### src/hw/srcmd_consts.vh
// constants for the serial remote command and value output block
`ifndef SRCMD_CONSTS_VH
`define SRCMD_CONSTS_VH
`define SRCMD_CH_ESC      8'h1B
`define SRCMD_CH_CR       8'h0D
`define SRCMD_CH_LF       8'h0A
`define SRCMD_CH_CTRLB    8'h02
`define SRCMD_CH_ZERO     8'h30
`define SRCMD_CH_NINE     8'h39
`define SRCMD_CH_T        8'h54
`define SRCMD_CH_A        8'h41
`define SRCMD_CH_S        8'h53
`define SRCMD_CH_EQ       8'h3D
`define SRCMD_CH_PLUS     8'h2B
`define SRCMD_CH_MINUS    8'h2D
`define SRCMD_CH_DOT      8'h2E
`define SRCMD_CH_BLANK    8'h20
`define SRCMD_CH_QUOTE    8'h22
`define SRCMD_CH_R        8'h52
`define SRCMD_CH_D        8'h44
`define SRCMD_CH_LOWCASE  8'h20
`define SRCMD_KEY_CLEAR   14'd100
`define SRCMD_KEY_MINUS   14'd101
`define SRCMD_KEY_POINT   14'd102
`define SRCMD_KEY_ENTER   14'd104
`define SRCMD_KEY_SOFT1   14'd114
`define SRCMD_KEY_SOFT6   14'd119
`define SRCMD_KEY_UP      14'd137
`define SRCMD_KEY_DOWN    14'd138
`define SRCMD_SCR_IDENT   14'd0
`define SRCMD_SCR_POS     14'd200
`define SRCMD_SPC_RESET   14'd0
`define SRCMD_SPC_LOCK    14'd1
`define SRCMD_SPC_UNLOCK  14'd2
`endif

### src/hw/srcmd_sync.v
// three-stage synchroniser with agreement filter for one pin
`timescale 1ns/1ps
module srcmd_sync (
   input  wire sys_clk,
   input  wire reset_n,
   input  wire pinIn,
   output reg  levelOut
);
   reg [2:0] stageReg;
   always @(posedge sys_clk or negedge reset_n) begin
      if (!reset_n) begin
         stageReg <= 3'h0;
         levelOut <= 1'b0;
      end else begin
         stageReg <= {stageReg[1:0], pinIn};
         // first stage is read only by the second
         if (stageReg[1] == stageReg[2])
            levelOut <= stageReg[2];
      end
   end
endmodule // srcmd_sync

### src/hw/srcmd_top.v
// remote command decoder and measured-value line generator
// Summary of operation
// - serial side both receives and transmits characters
// - all payload is plain ASCII text
// - raw stream, no packets or acknowledgements
// - frame: ESC, class letter, four digits, CR
// - key commands act as local key presses
// - A0000 sends identity, A0200 sends position
// - Ctrl B or external input sends values
// - axis, equals, sign, digits, point, fraction
// - unit: blank for mm, quote inches
// - R/D actual, r/d distance-to-go
// - line ends with CR then LF
// - works with or without handshake lines
`timescale 1ns/1ps
`include "srcmd_consts.vh"
module srcmd_top #(
   parameter INT_MAX = 7,
   parameter FRC_MAX = 6
) (
   input  wire                      sys_clk,
   input  wire                      reset_n,
   input  wire [7:0]                rxData,
   input  wire                      rxValid,
   output wire [7:0]                txData,
   output wire                      txValid,
   input  wire                      txReady,
   input  wire                      ctsIn,
   input  wire                      handshakeEn,
   input  wire                      importMode,
   input  wire                      valueOutEn,
   input  wire                      external_trigger_input,
   input  wire [7:0]                axisLetter,
   input  wire                      valueNegative,
   input  wire [4*INT_MAX-1:0]      intDigits,
   input  wire [2:0]                intCount,
   input  wire [4*FRC_MAX-1:0]      frcDigits,
   input  wire [2:0]                frcCount,
   input  wire                      unitInch,
   input  wire                      diameterMode,
   input  wire                      distToGo,
   input  wire [7:0]                identChar,
   output reg  [7:0]                keyCode,
   output reg                       keyPulse,
   input  wire                      localKeyValid,
   input  wire [7:0]                localKeyCode,
   output reg                       keyLocked,
   output reg                       deviceReset,
   output reg  [7:0]                importData,
   output reg                       importValid
);
   // -------------------------------------------------------------
   // receive path: command frame parser
   // -------------------------------------------------------------
   localparam P_IDLE  = 4'b0001;
   localparam P_CLASS = 4'b0010;
   localparam P_DIG   = 4'b0100;
   localparam P_CR    = 4'b1000;

   reg [3:0]  pState_reg;
   reg [1:0]  cls_reg;
   reg [13:0] code_reg;
   reg [1:0]  digCnt_reg;
   reg        sendIdent_reg;
   reg        sendPos_reg;
   wire isDigit = (rxData >= `SRCMD_CH_ZERO) && (rxData <= `SRCMD_CH_NINE);
   wire [13:0] digVal = {10'h000, rxData[3:0]};
   wire [13:0] codeNext = code_reg * 14'd10 + digVal;
   wire        trigPin;

   srcmd_sync uSync (
      .sys_clk  (sys_clk),
      .reset_n  (reset_n),
      .pinIn    (external_trigger_input),
      .levelOut (trigPin)
   );
   reg trigDly_reg;
   wire trigEdge = trigPin & ~trigDly_reg;
   wire ctrlB = rxValid && (rxData == `SRCMD_CH_CTRLB)
                && (pState_reg == P_IDLE) && !importMode;
   always @(posedge sys_clk or negedge reset_n) begin
      if (!reset_n) begin
         pState_reg    <= P_IDLE;
         cls_reg       <= 2'h0;
         code_reg      <= 14'h0000;
         digCnt_reg    <= 2'h0;
         keyCode       <= 8'h00;
         keyPulse      <= 1'b0;
         keyLocked     <= 1'b0;
         deviceReset   <= 1'b0;
         sendIdent_reg <= 1'b0;
         sendPos_reg   <= 1'b0;
         importData    <= 8'h00;
         importValid   <= 1'b0;
         trigDly_reg   <= 1'b0;
      end else begin
         keyPulse      <= 1'b0;
         deviceReset   <= 1'b0;
         importValid   <= 1'b0;
         sendIdent_reg <= 1'b0;
         sendPos_reg   <= 1'b0;
         trigDly_reg   <= trigPin;
         // local keys pass unless locked
         if (localKeyValid && !keyLocked) begin
            keyCode  <= localKeyCode;
            keyPulse <= 1'b1;
         end
         if (rxValid && importMode) begin
            // raw file stream, no framing or checks
            importData  <= rxData;
            importValid <= 1'b1;
         end else if (rxValid) begin
            case (pState_reg)
               P_IDLE: begin
                  if (rxData == `SRCMD_CH_ESC)
                     pState_reg <= P_CLASS;
               end
               P_CLASS: begin
                  code_reg   <= 14'h0000;
                  digCnt_reg <= 2'h0;
                  pState_reg <= P_DIG;
                  if (rxData == `SRCMD_CH_T)
                     cls_reg <= 2'h1;
                  else if (rxData == `SRCMD_CH_A)
                     cls_reg <= 2'h2;
                  else if (rxData == `SRCMD_CH_S)
                     cls_reg <= 2'h3;
                  else
                     pState_reg <= P_IDLE;
               end
               P_DIG: begin
                  if (isDigit) begin
                     code_reg   <= codeNext;
                     digCnt_reg <= digCnt_reg + 2'h1;
                     if (digCnt_reg == 2'h3)
                        pState_reg <= P_CR;
                  end else begin
                     pState_reg <= P_IDLE;
                  end
               end
               P_CR: begin
                  pState_reg <= P_IDLE;
                  if (rxData == `SRCMD_CH_CR) begin
                     case (cls_reg)
                        2'h1: begin
                           // remote key bypasses local lock
                           if (code_reg <= 14'd9 ||
                               code_reg == `SRCMD_KEY_CLEAR ||
                               code_reg == `SRCMD_KEY_MINUS ||
                               code_reg == `SRCMD_KEY_POINT ||
                               code_reg == `SRCMD_KEY_ENTER ||
                               (code_reg >= `SRCMD_KEY_SOFT1 &&
                                code_reg <= `SRCMD_KEY_SOFT6) ||
                               code_reg == `SRCMD_KEY_UP ||
                               code_reg == `SRCMD_KEY_DOWN) begin
                              keyCode  <= code_reg[7:0];
                              keyPulse <= 1'b1;
                           end
                        end
                        2'h2: begin
                           if (code_reg == `SRCMD_SCR_IDENT)
                              sendIdent_reg <= 1'b1;
                           else if (code_reg == `SRCMD_SCR_POS)
                              sendPos_reg <= 1'b1;
                        end
                        default: begin
                           if (code_reg == `SRCMD_SPC_RESET) begin
                              deviceReset <= 1'b1;
                              keyLocked   <= 1'b0;
                           end else if (code_reg == `SRCMD_SPC_LOCK)
                              keyLocked <= 1'b1;
                           else if (code_reg == `SRCMD_SPC_UNLOCK)
                              keyLocked <= 1'b0;
                        end
                     endcase
                  end
               end
               default: pState_reg <= P_IDLE;
            endcase
         end
      end
   end

   // -------------------------------------------------------------
   // transmit path: value line generator
   // -------------------------------------------------------------
   localparam T_IDLE = 8'b00000001;
   localparam T_AXIS = 8'b00000010;
   localparam T_EQ   = 8'b00000100;
   localparam T_SIGN = 8'b00001000;
   localparam T_INT  = 8'b00010000;
   localparam T_FRC  = 8'b00100000;
   localparam T_TAIL = 8'b01000000;
   localparam T_ID   = 8'b10000000;
   reg [7:0] tState_reg;
   reg [2:0] idx_reg;
   reg [1:0] tail_reg;
   reg [7:0] txData_reg;
   reg       pend_reg;
   reg       pendId_reg;
   reg       intDot_reg;
   // handshake line ignored when not wired
   wire adv = txReady && (ctsIn || !handshakeEn);
   assign txValid = (tState_reg != T_IDLE);
   assign txData  = txData_reg;
   wire [7:0] typeCh = (diameterMode ? `SRCMD_CH_D : `SRCMD_CH_R)
                       | (distToGo ? `SRCMD_CH_LOWCASE : 8'h00);
   wire       trig = (valueOutEn && (ctrlB || trigEdge)) || sendPos_reg;

   always @(posedge sys_clk or negedge reset_n) begin
      if (!reset_n) begin
         tState_reg <= T_IDLE;
         idx_reg    <= 3'h0;
         tail_reg   <= 2'h0;
         txData_reg <= 8'h00;
         pend_reg   <= 1'b0;
         pendId_reg <= 1'b0;
         intDot_reg <= 1'b0;
      end else begin
         if (trig)
            pend_reg <= 1'b1;
         if (sendIdent_reg)
            pendId_reg <= 1'b1;
         case (tState_reg)
            T_IDLE: begin
               if (pendId_reg) begin
                  pendId_reg <= sendIdent_reg;
                  txData_reg <= identChar;
                  tail_reg   <= 2'h0;
                  tState_reg <= T_ID;
               end else if (pend_reg) begin
                  pend_reg   <= trig;
                  txData_reg <= axisLetter;
                  tState_reg <= T_AXIS;
               end
            end
            T_ID: if (adv) begin
               txData_reg <= `SRCMD_CH_CR;
               tail_reg   <= 2'h2;
               tState_reg <= T_TAIL;
            end
            T_AXIS: if (adv) begin
               txData_reg <= `SRCMD_CH_EQ;
               tState_reg <= T_EQ;
            end
            T_EQ: if (adv) begin
               txData_reg <= valueNegative ? `SRCMD_CH_MINUS
                                           : `SRCMD_CH_PLUS;
               tState_reg <= T_SIGN;
            end
            T_SIGN: if (adv) begin
               idx_reg    <= intCount - 3'h1;
               txData_reg <= {4'h3, intDigits[4*(intCount-3'h1) +: 4]};
               tState_reg <= T_INT;
            end
            T_INT: if (adv) begin
               if (intDot_reg) begin
                  intDot_reg <= 1'b0;
                  idx_reg    <= frcCount - 3'h1;
                  txData_reg <= {4'h3, frcDigits[4*(frcCount-3'h1) +: 4]};
                  tState_reg <= T_FRC;
               end else if (idx_reg == 3'h0) begin
                  intDot_reg <= 1'b1;
                  txData_reg <= `SRCMD_CH_DOT;
               end else begin
                  idx_reg    <= idx_reg - 3'h1;
                  txData_reg <= {4'h3, intDigits[4*(idx_reg-3'h1) +: 4]};
               end
            end
            T_FRC: if (adv) begin
               if (idx_reg == 3'h0) begin
                  txData_reg <= unitInch ? `SRCMD_CH_QUOTE
                                         : `SRCMD_CH_BLANK;
                  tail_reg   <= 2'h0;
                  tState_reg <= T_TAIL;
               end else begin
                  idx_reg    <= idx_reg - 3'h1;
                  txData_reg <= {4'h3, frcDigits[4*(idx_reg-3'h1) +: 4]};
               end
            end
            T_TAIL: if (adv) begin
               tail_reg <= tail_reg + 2'h1;
               case (tail_reg)
                  2'h0: txData_reg <= typeCh;
                  2'h1: txData_reg <= `SRCMD_CH_CR;
                  2'h2: txData_reg <= `SRCMD_CH_LF;
                  default: tState_reg <= T_IDLE;
               endcase
            end
            default: tState_reg <= T_IDLE;
         endcase
      end
   end
endmodule // srcmd_top

### config.mk
export PLATFORM = sky130hd
export DESIGN_NAME = srcmd_top
export DESIGN_NICKNAME = d
export VERILOG_FILES = /design/src/hw/srcmd_sync.v /design/src/hw/srcmd_top.v
export VERILOG_INCLUDE_DIRS = /design/src /design/src/hw
export SDC_FILE = /design/constraint.sdc
export NUM_CORES = 1
export LEC_CHECK = 0
export BUFFER_PORTS_ARGS = -buffer_cell sky130_fd_sc_hd__buf_2
export CORE_MARGIN = 2
export CORE_UTILIZATION = 60
export CTS_CLUSTER_DIAMETER = 30
export DETAILED_ROUTE_END_ITERATION = 8
export GPL_TIMING_DRIVEN = 0
export PLACE_DENSITY = 0.9
export SLEW_MARGIN = 10
export SYNTH_ARGS = -nofsm -noshare
export SYNTH_HDL_FRONTEND = slang
export SYNTH_SLANG_ARGS = --single-unit
### constraint.sdc
create_clock -name sys_clk -period 4.5 [get_ports sys_clk]
set_input_delay 0.225 -clock sys_clk [delete_from_list [all_inputs] [get_ports sys_clk]]
set_output_delay 0.225 -clock sys_clk [all_outputs]
set_load 0.005 [all_outputs]
==> After elaboration in Yosys (flattened, before gate mapping) <==
Cells that the tools add are included.
{ "totals": {"reg_bits": 73, "in_bits": 104, "output_inout_bits": 29, "word_cells": 240} }
{ "classes": {"add_sub_neg": 9, "mul": 1, "order_cmp": 5, "eq_ne": 50, "shift": 4, "n_mux": 102, "bitwise_logic": 5, "n_reduce_logical": 42} }
{ "op_table": {"columns": ["cell", "count"], "rows": [
  ["8-bit 2-to-1 mux", 28],
  ["8-bit one-hot mux with 8 select lines", 2],
  ["24-bit by 33-bit variable part select with 4-bit output", 2],
  ["28-bit by 33-bit variable part select with 4-bit output", 2],
  ["14-bit by 7-bit equality test with 1-bit output, second input constant", 4],
  ["14-bit by 8-bit equality test with 1-bit output, second input constant", 3],
  ["1-bit 2-to-1 mux", 38],
  ["8-bit by 7-bit equality test with 1-bit output, second input constant", 4],
  ["14-bit one-hot mux with 2 select lines", 1],
  ["3-bit 2-to-1 mux", 9],
  ["2-bit != test, second input constant", 12],
  ["8-bit one-hot mux with 3 select lines", 1],
  ["2-bit 2-to-1 mux", 10],
  ["5-bit 2-to-1 mux", 4],
  ["8-bit by 2-bit equality test with 1-bit output, second input constant", 2],
  ["8-bit by 4-bit equality test with 1-bit output, second input constant", 2],
  ["8-bit by 5-bit equality test with 1-bit output, second input constant", 2],
  ["4-bit AND reduction", 4],
  ["14-bit by 4-bit adder with 14-bit output", 1],
  ["14-bit by 1-bit equality test with 1-bit output, second input constant", 1],
  ["14-bit by 2-bit equality test with 1-bit output, second input constant", 1],
  ["14-bit by 7-bit greater-or-equal comparator with 1-bit output, second input constant", 1],
  ["14-bit by 4-bit <= comparator with 1-bit output, second input constant", 1],
  ["14-bit by 7-bit <= comparator with 1-bit output, second input constant", 1],
  ["other kinds (47)", 82]
]} }

==> Depth between registers and ports, before layout <==
Gate-level depths: netlist of run 1.
{ "depth": {"depth_word": 14, "ltp_mapped": 12, "ltp_nobuf": 11} }

==> Cells and area by module <==
A second synthesis of run 1 with hierarchy kept.
{ "unflattened": {"hier_cells": 622, "hier_area_um2": 5820.6} }
{ "modules_own_cells": {"columns": ["module", "instances", "cells_per_inst", "area_per_inst_um2", "seq_area_each_um2"], "rows": [
  ["srcmd_top", 1, 617, 5709.2, 1729.2],
  ["srcmd_sync", 1, 5, 111.4, 100.1]
]} }

==> Least setup slack after synthesis of run 1 <==
Ideal clock, no wire load.
{ "synth_timing": {"path_kind": "reg-to-reg", "from": "register code_reg[3]", "to": "register code_reg[13]", "setup_ns": 0.121, "t_arrival_ns": 2.565, "t_required_ns": 4.379, "setup_slack_ns": 1.815, "stages_incl_launch_ff": 10, "n_path_buf": 0, "synth_period_minus_slack_ns": 2.685, "cell_sequence": "dfrtp_1 > ha_1 > ha_1 > o21ai_1 > or2_2 > o311ai_1 > nand3_1 > nor4_1 > xnor2_1 > a22o_1"} }
{ "synth_via": {"elab_chain_len": 4} }
{ "synth_lines": {"columns": ["element", "line", "text"], "rows": [
  ["start: declaration", "srcmd_top.v:62", "reg [13:0] code_reg;"],
  ["start signal: assignment", "srcmd_top.v:133", "code_reg <= codeNext;"],
  ["14-bit by 3-bit multiplier with 13-bit output", "srcmd_top.v:68", "wire [13:0] codeNext = code_reg * 14'd10 + digVal;"],
  ["14-bit by 4-bit adder with 14-bit output", "srcmd_top.v:68", null],
  ["14-bit 2-to-1 mux", "srcmd_top.v:132", "if (isDigit) begin"],
  ["14-bit one-hot mux with 2 select lines", "srcmd_top.v:113", "case (pState_reg)"]
]} }
Every way passes these cells. The select of a mux whose other input is x is not followed.
A chain may end at the register's enable or synchronous reset.

==> Worst setup path after layout of run 1 <==
{ "layout_timing": {"from": "register code_reg[2]", "to": "register code_reg[13]"} }
The elaborated chain is that of the path after synthesis.

==> impl_metrics.json, run 1 <==
{
  "die_w_um": 103,
  "dp_hpwl_um": 12500,
  "diodes": 0,
  "track_usage_pct": 31.1,
  "cts_buffer_depth": 2,
  "fillers": 760,
  "core_area_sq_mm": 0.00964,
  "clkTransAtPathRegs_ps": 80,
  "hold_class": "input pin to flop",
  "die_area_sq_mm": 0.0106,
  "cts_sinks": 73,
  "hold_buffers": 2,
  "cts_buffers": 9,
  "hold_violations": 0,
  "r2r_cells": 9,
  "worst-setup-path-type": "flop to flop",
  "yosys.area.top_type_share_pct": 30.3,
  "num-nets-final": 932,
  "cts_tree": "yes",
  "synthFlopType": "dfrtp_1",
  "yosys_warnings": 0,
  "synthArstFlopShare_pct": 100,
  "ys_ff_latch": 73,
  "largest_reg_flops": 14,
  "viasPerCell": 6.21,
  "end_kind": "flop",
  "max_slew.worst_pin.slew_ps": 691,
  "multiInputGateArea_sq_mm": 0.00380,
  "rsz0062_at_grt": "no",
  "drc": 0,
  "max_clock_freq_mhz": 318,
  "grt_pass1_wl_um": 26000,
  "antenna_found_initial": 0,
  "post-route-util_pct": 71.7,
  "period_share_pct": 70.0,
  "reg2reg_from": "code_reg[2]$_DFFE_PN0P_",
  "cap_violations": 0,
  "leakage_nw": 3.29,
  "seqCellArea_sq_mm": 0.00183,
  "synth_cells": 650,
  "worst_ir_drop_vdd_mv": 0.202,
  "report.final.slew_viol_count": 0,
  "grt_max_degree": 57,
  "cts-root-buf": "clkbuf_8",
  "finClkSkew_ps": 14.3,
  "post-cts-setup-buffer-count": 0,
  "grt_pass1_vias": 5581,
  "critPathMaxFanout": 7,
  "arrival_ps": 3390,
  "drtIter0Drc": 319,
  "syn_nets": 789,
  "min_period_ps": 3150,
  "slew_headroom_pct": 53.7,
  "status": "complete, no violations",
  "ant_nets": 0,
  "syn2layout_area_growth_pct": 18.1,
  "drt_first_pass_iters": 5,
  "seq_area_frac_synth_pct": 31.2,
  "power_density_mw_per_mm2": 409,
  "cts-htree-levels": 3,
  "clock_latency_ps": 360,
  "netlist_top_cells_area": "dfrtp_1 30%, ha_1 7.1%, mux2_2 5.6%",
  "timing.reg2reg.setup_slack_ps": 1350,
  "die_h_um": 103,
  "holdPathEnd": "pend_reg$_DFF_PN0_",
  "synth_area_per_cell_sq_um": 9.01,
  "yosys.area.top_type": "dfrtp_1",
  "vias": 5784,
  "setup_viol": 0,
  "port_buffers": 129,
  "start_util_pct": 60.7,
  "holdCritStartpoint": "valueOutEn",
  "gp_congestion": 0.972,
  "start_kind": "flop",
  "synth_most_common_cell": "dfrtp_1",
  "drive_above_1_share_pct": 25.9,
  "cts_resized": 0,
  "ios": 133,
  "rr_endpoint": "code_reg[13]$_DFFE_PN0P_",
  "setup_tns_ps": 0,
  "wire_per_inst_um": 17.2,
  "overflow": 0,
  "yosysUniqueCellTypes": 78,
  "num_rows": 36,
  "syn-cell-area_sq_mm": 0.00586,
  "synth-edff-count": 0,
  "synth_common_cells": "71 x dfrtp_1, 62 x nand2_1, 50 x nor2_1",
  "holdWs_ps": 125,
  "whs_path_depth": 3,
  "wirelength_um": 16000,
  "cp_data_required_time_ps": 4740
}
==> worst max-delay path by stage <==
stage,startpoint,end,slack [ps],cells after the start
CTS,code_reg[2]$_DFFE_PN0P_,code_reg[13]$_DFFE_PN0P_,1360,9
floorplan,code_reg[3]$_DFFE_PN0P_,code_reg[13]$_DFFE_PN0P_,1810,9
global route,code_reg[6]$_DFFE_PN0P_,code_reg[13]$_DFFE_PN0P_,1150,9
detailed placement,intCount[0],txData[2]$_DFFE_PN0P_,1240,12
global placement,intCount[0],txData[2]$_DFFE_PN0P_,1320,12
finish,code_reg[2]$_DFFE_PN0P_,code_reg[13]$_DFFE_PN0P_,1350,9
==> placed cells by master, fill, tap and decap left out, types with 4 or more instances in the layout <==
| master | synthesis | layout |
|---|---|---|
| ha_1 | 33 | 33 |
| a211o_1 | 5 | 5 |
| buf_1 | 4 | 4 |
| clkbuf_8 | 0 | 10 |
| nor2b_1 | 17 | 17 |
| nor4b_1 | 4 | 4 |
| dfrtp_1 | 71 | 71 |
| nor4_1 | 8 | 8 |
| a211oi_1 | 10 | 10 |
| a221oi_1 | 10 | 10 |
| clkbuf_1 | 19 | 21 |
| nor2_1 | 50 | 50 |
| a31oi_1 | 9 | 9 |
| mux2_2 | 29 | 29 |
| nand2_1 | 62 | 62 |
| mux4_2 | 5 | 5 |
| and2_1 | 5 | 5 |
| o221ai_1 | 4 | 4 |
| nand3b_1 | 7 | 7 |
| xnor2_1 | 13 | 13 |
| o21a_1 | 4 | 4 |
| a21oi_1 | 33 | 33 |
| inv_1 | 24 | 24 |
| buf_2 | 5 | 133 |
| or4_1 | 5 | 5 |
| nor3_1 | 14 | 14 |
| mux2i_1 | 31 | 31 |
| o21ai_0 | 30 | 30 |
| a22o_1 | 15 | 15 |
| o21ai_1 | 6 | 6 |
| nand2b_1 | 10 | 10 |
| o31ai_1 | 11 | 11 |
| nand3_1 | 14 | 14 |
| xor2_1 | 8 | 8 |
==> report_power, final <==
part | total, mW | switching (mW) | leakage [nW] | internal [mW]
clock network | 0.522 | 0.249 | 0.0970 | 0.273
logic | 1.45 | 0.853 | 2.26 | 0.601
registers | 0.854 | 0.0848 | 0.925 | 0.769
total | 2.83 | 1.19 | 3.29 | 1.64
==> cells by family after synthesis <==
group	count (synthesis)	synth area share, %
AOI/OAI and AO/OA	169	20.0
DFF	73	31.2
muxes	65	12.8
buffers and inverters	56	3.89
and+or+nand+nor	229	20.7
xor gates and xnor gates	22	3.42
adders and majority gates	36	7.91
==> metal layers <==
metal	global-route usage, %	vias up	share of wire [%]	wire [um]
met4	15.2	0	3.5	560
met1	37.1	2758	40	6430
met2	53.6	249	50	8080
li1	-	2730	-	-
met5	0	-	0	0
met3	6.37	47	6.0	955
==> metrics by stage <==
| stage | power, mW | area, sq um | worst slack [ps] | cells |
|---|---|---|---|---|
| CTS | 2.82 | 6910 | 1360 | 931 |
| finish | 2.83 | 6910 | 1350 | 931 |
| global placement | 2.23 | 6670 | 1320 | 912 |
| detailed placement | 2.29 | 6700 | 1240 | 913 |
| global route | 3.03 | 6910 | 1150 | 931 |
| floorplan | 1.87 | 5860 | 1810 | 650 |
==> critical path, stage by stage, from the launching register on <==
cell	delay, ps
dfrtp_1	480
ha_1	350
ha_1	290
a211oi_1	140
or2_2	340
o311ai_1	510
nand3_1	210
nor4_1	380
xnor2_1	130
a22o_1	210
==> final cells by class <==
cell class,instances,area share [%]
buffer,30,1.88
tap,133,2.41
multi-input combinational,521,54.9
timing repair buffer,132,10.1
clock buffer,12,2.10
inverter,26,1.41
clock inverter,4,0.742
sequential,73,26.5
Note: power is estimated with default switching activity, not from simulation.
==> run 2, diff against run 1 <==
--- a/config.mk
+++ b/config.mk
@@ -6,13 +6,14 @@
 export SDC_FILE = /design/constraint.sdc
 export NUM_CORES = 1
 export LEC_CHECK = 0
+export ABC_AREA = 1
 export BUFFER_PORTS_ARGS = -buffer_cell sky130_fd_sc_hd__buf_2
 export CORE_MARGIN = 2
-export CORE_UTILIZATION = 60
+export CORE_UTILIZATION = 56
 export CTS_CLUSTER_DIAMETER = 30
 export DETAILED_ROUTE_END_ITERATION = 8
 export GPL_TIMING_DRIVEN = 0
-export PLACE_DENSITY = 0.9
+export PLACE_DENSITY = 0.84
 export SLEW_MARGIN = 10
 export SYNTH_ARGS = -nofsm -noshare
 export SYNTH_HDL_FRONTEND = slang
==> constraint.sdc (replaced) <==
create_clock -name sys_clk -period 3.25 [get_ports sys_clk]
set_input_delay 0.1625 -clock sys_clk [delete_from_list [all_inputs] [get_ports sys_clk]]
set_output_delay 0.1625 -clock sys_clk [all_outputs]
set_load 0.005 [all_outputs]
==> run 2 against run 1 <==
Compared with the run above:
- maximum frequency is 7.2% higher
- final cell count rose by 37%
- first-iteration DRC count rose by 140%
- clock-buffer cell count fell by 3
- total power increased by 69%
- flip-flop and latch count unchanged
- worst setup slack worse by 1000 ps
==> impl_metrics.json, run 2 <==
{
  "status": "complete, no violations",
  "cts_buffer_depth": 2,
  "cts-root-buf": "clkbuf_16",
  "pre_cts_ws_ps": 361,
  "gp_congestion": 0.990,
  "overflow": 0,
  "rsz0062_at_grt": "no",
  "critPathMaxFanout": 9,
  "drive_above_1_share_pct": 20.4,
  "rr_endpoint": "code_reg[12]$_DFFE_PN0P_",
  "end_kind": "flop",
  "synthArstFlopShare_pct": 100,
  "vias": 7075,
  "hold_violations": 0,
  "cts-htree-levels": 3,
  "diodes": 0,
  "fillers": 1007,
  "synth-edff-count": 0,
  "wire_per_inst_um": 14.5,
  "synth_common_cells": "315 x nand2_1, 126 x inv_1, 92 x nand3_1",
  "worst-setup-path-type": "flop to flop",
  "power_density_mw_per_mm2": 635,
  "syn-cell-area_sq_mm": 0.00637,
  "clock_latency_ps": 340,
  "dp_hpwl_um": 14100,
  "synth_area_per_cell_sq_um": 6.50,
  "post-cts-setup-buffer-count": 0,
  "core_area_sq_mm": 0.0110,
  "worst_ir_drop_vdd_mv": 0.504,
  "final_cell_mix": "315 x nand2_1, 139 x buf_2, 126 x inv_1, 92 x nand3_1, 85 x nor2_1",
  "crit_path_frequent_cell": "nand3_1",
  "clkTransAtPathRegs_ps": 70,
  "finalWorstSetupSlack_ps": 313,
  "period_share_pct": 90.4,
  "min_period_ps": 2940,
  "setup_viol": 0,
  "finClkSkew_ps": 9.45,
  "syn2layout_area_growth_pct": 18.2,
  "reg2reg_from": "code_reg[1]$_DFFE_PN0P_",
  "num-nets-final": 1265,
  "num_rows": 38,
  "die_area_sq_mm": 0.0123,
  "critPathTopFamily": "adder cells",
  "ant_nets": 0,
  "cp_data_required_time_ps": 3520,
  "cts_tree": "yes",
  "cts_sinks": 73,
  "port_buffers": 131,
  "placed_cell_area_sq_mm": 0.00723,
  "grt_pass1_vias": 6434,
  "hold_class": "input pin to flop",
  "yosys.area.top_type_share_pct": 27.9,
  "synth_most_common_cell": "nand2_1",
  "cts_buffers": 9,
  "setup_tns_ps": 0,
  "netlist_top_cells_area": "dfrtp_1 28%, nand2_1 19%, inv_1 7.4%",
  "crit_buf_inv": 1,
  "report.final.slew_viol_count": 0,
  "r2r_cells": 13,
  "slew_headroom_pct": 62.7,
  "antenna_found_initial": 0,
  "die_w_um": 111,
  "wirelength_um": 18400,
  "largest_reg_flops": 14,
  "post-route-util_pct": 68.6,
  "start_kind": "flop",
  "synthFlopType": "dfrtp_1",
  "yosysUniqueCellTypes": 51,
  "total_power_mw": 4.78,
  "track_usage_pct": 29.8,
  "max_slew.worst_pin.slew_ps": 558,
  "leakage_nw": 4.15,
  "yosys_warnings": 0,
  "synth_cells": 981,
  "final_common_cell": "nand2_1",
  "ios": 133,
  "drc": 0,
  "max_clock_freq_mhz": 340,
  "slowest_delay_ps": 500,
  "drtIter0Drc": 781,
  "start_util_pct": 58.0,
  "holdCritStartpoint": "rxData[4]",
  "syn_nets": 1120,
  "arrival_ps": 3210,
  "cap_violations": 0,
  "grt_pass1_wl_um": 30200,
  "grt_max_degree": 45,
  "whs_path_depth": 3,
  "yosys.area.top_type": "dfrtp_1",
  "seq_area_frac_synth_pct": 28.7,
  "design_area_sq_mm": 0.00753,
  "path_cells": "ha_1, ha_1, inv_1, fa_1, nor2_1, nand3_1, a21oi_1, nand3_1, nor2_1, nand3_1, nand3_1, nand3_1, nand2_1",
  "die_h_um": 111,
  "drt_first_pass_iters": 8,
  "viasPerCell": 5.57,
  "holdPathEnd": "importData[4]$_DFFE_PN0P_",
  "slowest_stage": "dfrtp_1",
  "ys_ff_latch": 73,
  "timing.reg2reg.setup_slack_ps": 310
}
-- run 2: cell types whose count changed after synthesis, moves of 19 or more --
cell,previous run,this run
nand2_1,62,315
inv_1,24,126
nand3_1,14,92
nor2_1,50,85
mux2i_1,31,0
mux2_2,29,9
o21ai_0,30,49
-- run 2: worst max path at each step --
stage | start | to | slack, ps | cells after the start
after floorplan | code_reg[1]$_DFFE_PN0P_ | code_reg[10]$_DFFE_PN0P_ | 740 | 12
after global placement | code_reg[1]$_DFFE_PN0P_ | code_reg[12]$_DFFE_PN0P_ | 420 | 13
after detailed placement | code_reg[1]$_DFFE_PN0P_ | code_reg[12]$_DFFE_PN0P_ | 360 | 13
after CTS | code_reg[1]$_DFFE_PN0P_ | code_reg[12]$_DFFE_PN0P_ | 330 | 13
after global routing | code_reg[1]$_DFFE_PN0P_ | code_reg[12]$_DFFE_PN0P_ | 50 | 13
final | code_reg[1]$_DFFE_PN0P_ | code_reg[12]$_DFFE_PN0P_ | 310 | 13
-- run 2: metal layers --
| metal | up-vias | track usage (%) | routed length [um] |
|---|---|---|---|
| li1 | 3465 | - | - |
| met5 | - | 0 | 0 |
| met1 | 3232 | 40.8 | 7850 |
| met4 | 0 | 8.00 | 395 |
| met2 | 342 | 48.3 | 8360 |
| met3 | 36 | 6.01 | 1770 |
-- run 2: cell type report --
| type | instances | area (sq um) | area share, % |
|---|---|---|---|
| Buffer | 23 | 120 | 1.59 |
| Timing Repair Buffer | 134 | 698 | 9.27 |
| Sequential cell | 73 | 1830 | 24.3 |
| Clock inverter | 7 | 60.1 | 0.797 |
| Inverter | 138 | 518 | 6.88 |
| Clock buffer | 9 | 225 | 2.99 |
| Multi-Input combinational cell | 747 | 3910 | 51.9 |
| Tap cell | 140 | 175 | 2.33 |
-- run 2: cell families after synthesis --
family,Yosys count,synth area share (%)
buf+inv,161,10.0
xor+xnor,4,0.550
mux,9,1.59
simple gates,556,38.5
compound gates,142,13.4
fa+ha+maj,36,7.26
flops,73,28.7
-- run 2: report_power, final --
part           internal [mW]  switching, mW  total, mW
logic                  0.903           1.68       2.58
clock network          0.529          0.431      0.961
registers               1.09          0.148       1.24
-- run 2: worst reg2reg max path: cells and delay by family, from the launching register on --
family	cells	cell delay, ps
AOI/OAI and AO/OA	1	260
adders and majority gates	3	1020
buffers and inverters	1	80
DFF	1	500
and+or+nand+nor	8	1010
-- run 2: timing repair --
action / in CTS / in global routing
hold buffers: 2 / 0
endpoints found under the hold margin: 30 / 0
resized for setup: 0 / 0
-- run 2: stage by stage --
| stage | hold slack [ps] | cells |
|---|---|---|
| 3_5_place_dp | 118 | 1253 |
| 6_report | 67.9 | 1271 |
| 5_1_grt | 87.0 | 1271 |
| 3_3_place_gp | 272 | 1252 |
| 2_1_floorplan | -133 | 981 |
| 4_1_cts | 63.7 | 1271 |
==> run 3, diff against run 2 <==
--- a/config.mk
+++ b/config.mk
@@ -9,11 +9,11 @@
 export ABC_AREA = 1
 export BUFFER_PORTS_ARGS = -buffer_cell sky130_fd_sc_hd__buf_2
 export CORE_MARGIN = 2
-export CORE_UTILIZATION = 56
+export CORE_UTILIZATION = 49
 export CTS_CLUSTER_DIAMETER = 30
 export DETAILED_ROUTE_END_ITERATION = 8
 export GPL_TIMING_DRIVEN = 0
-export PLACE_DENSITY = 0.84
+export PLACE_DENSITY = 0.76
 export SLEW_MARGIN = 10
 export SYNTH_ARGS = -nofsm -noshare
 export SYNTH_HDL_FRONTEND = slang
==> run 3 against run 2 <==
Compared with the run above:
- first-iteration DRC count fell by 15%
- final cell count rose by 2.5%
- die area grew 14%
- non-clock buffer count stayed put
- sequential power hardly changed
- design area rose by 0.80%
- critical endpoint is now code_reg[10]$_DFFE_PN0P_
- clock skew shrank 4.0 ps
- total power up 1.1%
- register-to-register slack worse by 60 ps
- maximum frequency decreased by 1.9%
- sequential share of layout area decreased by 0.19 points
- highest routed layer unchanged
==> impl_metrics.json, run 3 (synthesized netlist as in run 2, its figures left out) <==
{
  "switchingPower_mw": 2.24,
  "power_frac_clock_pct": 20.8,
  "setup_viol": 0,
  "seqCellArea_sq_mm": 0.00183,
  "leakage_nw": 4.17,
  "fillers": 1222,
  "wire_per_inst_um": 14.0,
  "clkTransAtPathRegs_ps": 60,
  "post-route-util_pct": 59.9,
  "hold_class": "input pin to flop",
  "finClkSkew_ps": 5.46,
  "grt_pass1_wl_um": 30800,
  "period_share_pct": 92.2,
  "dp.cells": 1285,
  "ant_nets": 0,
  "drt_first_pass_iters": 5,
  "worst-setup-path-type": "flop to flop",
  "gp_congestion": 0.952,
  "vias": 6858,
  "slowest_delay_ps": 490,
  "multiInputGateArea_sq_mm": 0.00391,
  "cts_tree": "yes",
  "largest_reg_flops": 14,
  "p_seq_share_pct": 25.7,
  "design_area_sq_mm": 0.00759,
  "wirelength_um": 18300,
  "rsz0062_at_grt": "no",
  "track_usage_pct": 26.7,
  "drtIter0Drc": 662,
  "die_w_um": 118,
  "grt_max_degree": 51,
  "num-nets-final": 1265,
  "cts_buffer_depth": 2,
  "drive_above_1_share_pct": 20.3,
  "drc": 0,
  "setup_tns_ps": 0,
  "placed_cell_area_sq_mm": 0.00728,
  "antenna_found_initial": 0,
  "cts-root-buf": "clkbuf_16",
  "min_period_ps": 3000,
  "max_clock_freq_mhz": 334,
  "viasPerCell": 5.26,
  "clock_latency_ps": 340,
  "final_cells": 1303,
  "dp_hpwl_um": 14200,
  "port_buffers": 131,
  "slew_headroom_pct": 63.0,
  "overflow": 0,
  "end_kind": "flop",
  "finalWorstSetupSlack_ps": 255,
  "cts_sinks": 73,
  "die_area_sq_mm": 0.0139,
  "ios": 133,
  "power_density_mw_per_mm2": 636,
  "start_util_pct": 50.3,
  "start_kind": "flop",
  "final_common_cell": "nand2_1",
  "core_area_sq_mm": 0.0127,
  "hold_violations": 0,
  "cts_buffers": 9,
  "max_slew.worst_pin.slew_ps": 553,
  "cp_data_required_time_ps": 3460,
  "die_h_um": 118,
  "final_cell_mix": "315 x nand2_1, 139 x buf_2, 126 x inv_1, 92 x nand3_1, 85 x nor2_1",
  "arrival_ps": 3210,
  "num_rows": 41,
  "pre_cts_ws_ps": 373,
  "cts-htree-levels": 3,
  "cap_violations": 0,
  "combPwrFrac_pct": 53.4,
  "intPower_mw": 2.59,
  "slowest_stage": "dfrtp_1",
  "critPathMaxFanout": 9,
  "netSwitchingFraction_pct": 46.3,
  "report.final.slew_viol_count": 0,
  "worst_ir_drop_vdd_mv": 0.303,
  "path_cells": "ha_1, ha_1, inv_1, fa_1, nor2_1, nand3_1, a21oi_1, nand3_1, nor2_1, a21oi_1, o21ai_0, o21ai_0",
  "status": "complete, no violations",
  "diodes": 0,
  "total_power_mw": 4.83,
  "grt_pass1_vias": 6406,
  "syn2layout_area_growth_pct": 19.1,
  "holdWs_ps": 66.7
}
## run 3: changes by cell type in the layout (fill, tap and decap cells not counted)
cell        before  now
inv_8            1    0
clkinv_4         1    3
bufinv_16        0    1
buf_16           0    1
clkinvlp_4       3    1
buf_12           1    0
inv_6            2    0
clkinv_2         0    1
clkbuf_1        10   11
## run 3: power by group through the flow
stage	Clock (mW)	Sequential [mW]	Combinational, mW
after floorplan	0	1.23	1.84
after global placement	0	1.25	2.52
after detailed placement	0	1.25	2.55
after CTS	1.02	1.24	2.57
after global routing	1.06	1.27	2.92
final	1.01	1.24	2.58
## run 3: worst paths after layout
check / to / cells after the start / from / slack (ps)
worst max register to register: code_reg[10]$_DFFE_PN0P_ / 12 / code_reg[1]$_DFFE_PN0P_ / 250
min in group asynchronous: txData[7]$_DFFE_PN0P_ / 2 / reset_n / 270
worst min-delay path: pend_reg$_DFF_PN0_ / 3 / valueOutEn / 70
worst max-delay path: code_reg[10]$_DFFE_PN0P_ / 12 / code_reg[1]$_DFFE_PN0P_ / 250
max in group asynchronous: pState_reg[0]$_DFFE_PN1P_ / 3 / reset_n / 2380
worst min register to register: uSync.stageReg[1]$_DFF_PN0_ / 0 / uSync.stageReg[0]$_DFF_PN0_ / 350
## run 3: timing repair
item                      in CTS  in global routing
gates resized for setup        0                  0
hold buffers                   2                  0
hold endpoints to repair      23                  0
buffers inserted               0                  0
## run 3: final cells by class
class / count / area share, %
inverter: 138 / 6.82
sequential: 73 / 24.1
clock inverter: 6 / 0.906
timing repair buffer: 134 / 9.29
multi-input combinational: 747 / 51.5
buffer: 23 / 1.58
tap: 172 / 2.83
clock buffer: 10 / 3.02
## run 3: per-layer routing
metal / share of wire (%) / track usage, % / up-vias / wire length, um
met5: 0 / 0 / - / 0
met4: 1.6 / 7.00 / 0 / 284
met3: 6.9 / 4.02 / 32 / 1260
met2: 45 / 41.9 / 282 / 8140
met1: 47 / 38.4 / 3077 / 8570
li1: - / - / 3467 / -
## run 3: worst max-delay path: cells and delay by family (launching register included)
kind                     cells  cell delay, ps
adder cells (fa/ha/maj)      3            1050
flip-flops                   1             490
AO/OA/AOI/OAI                4             550
buffers and inverters        1              90
AND/OR/NAND/NOR              4             680
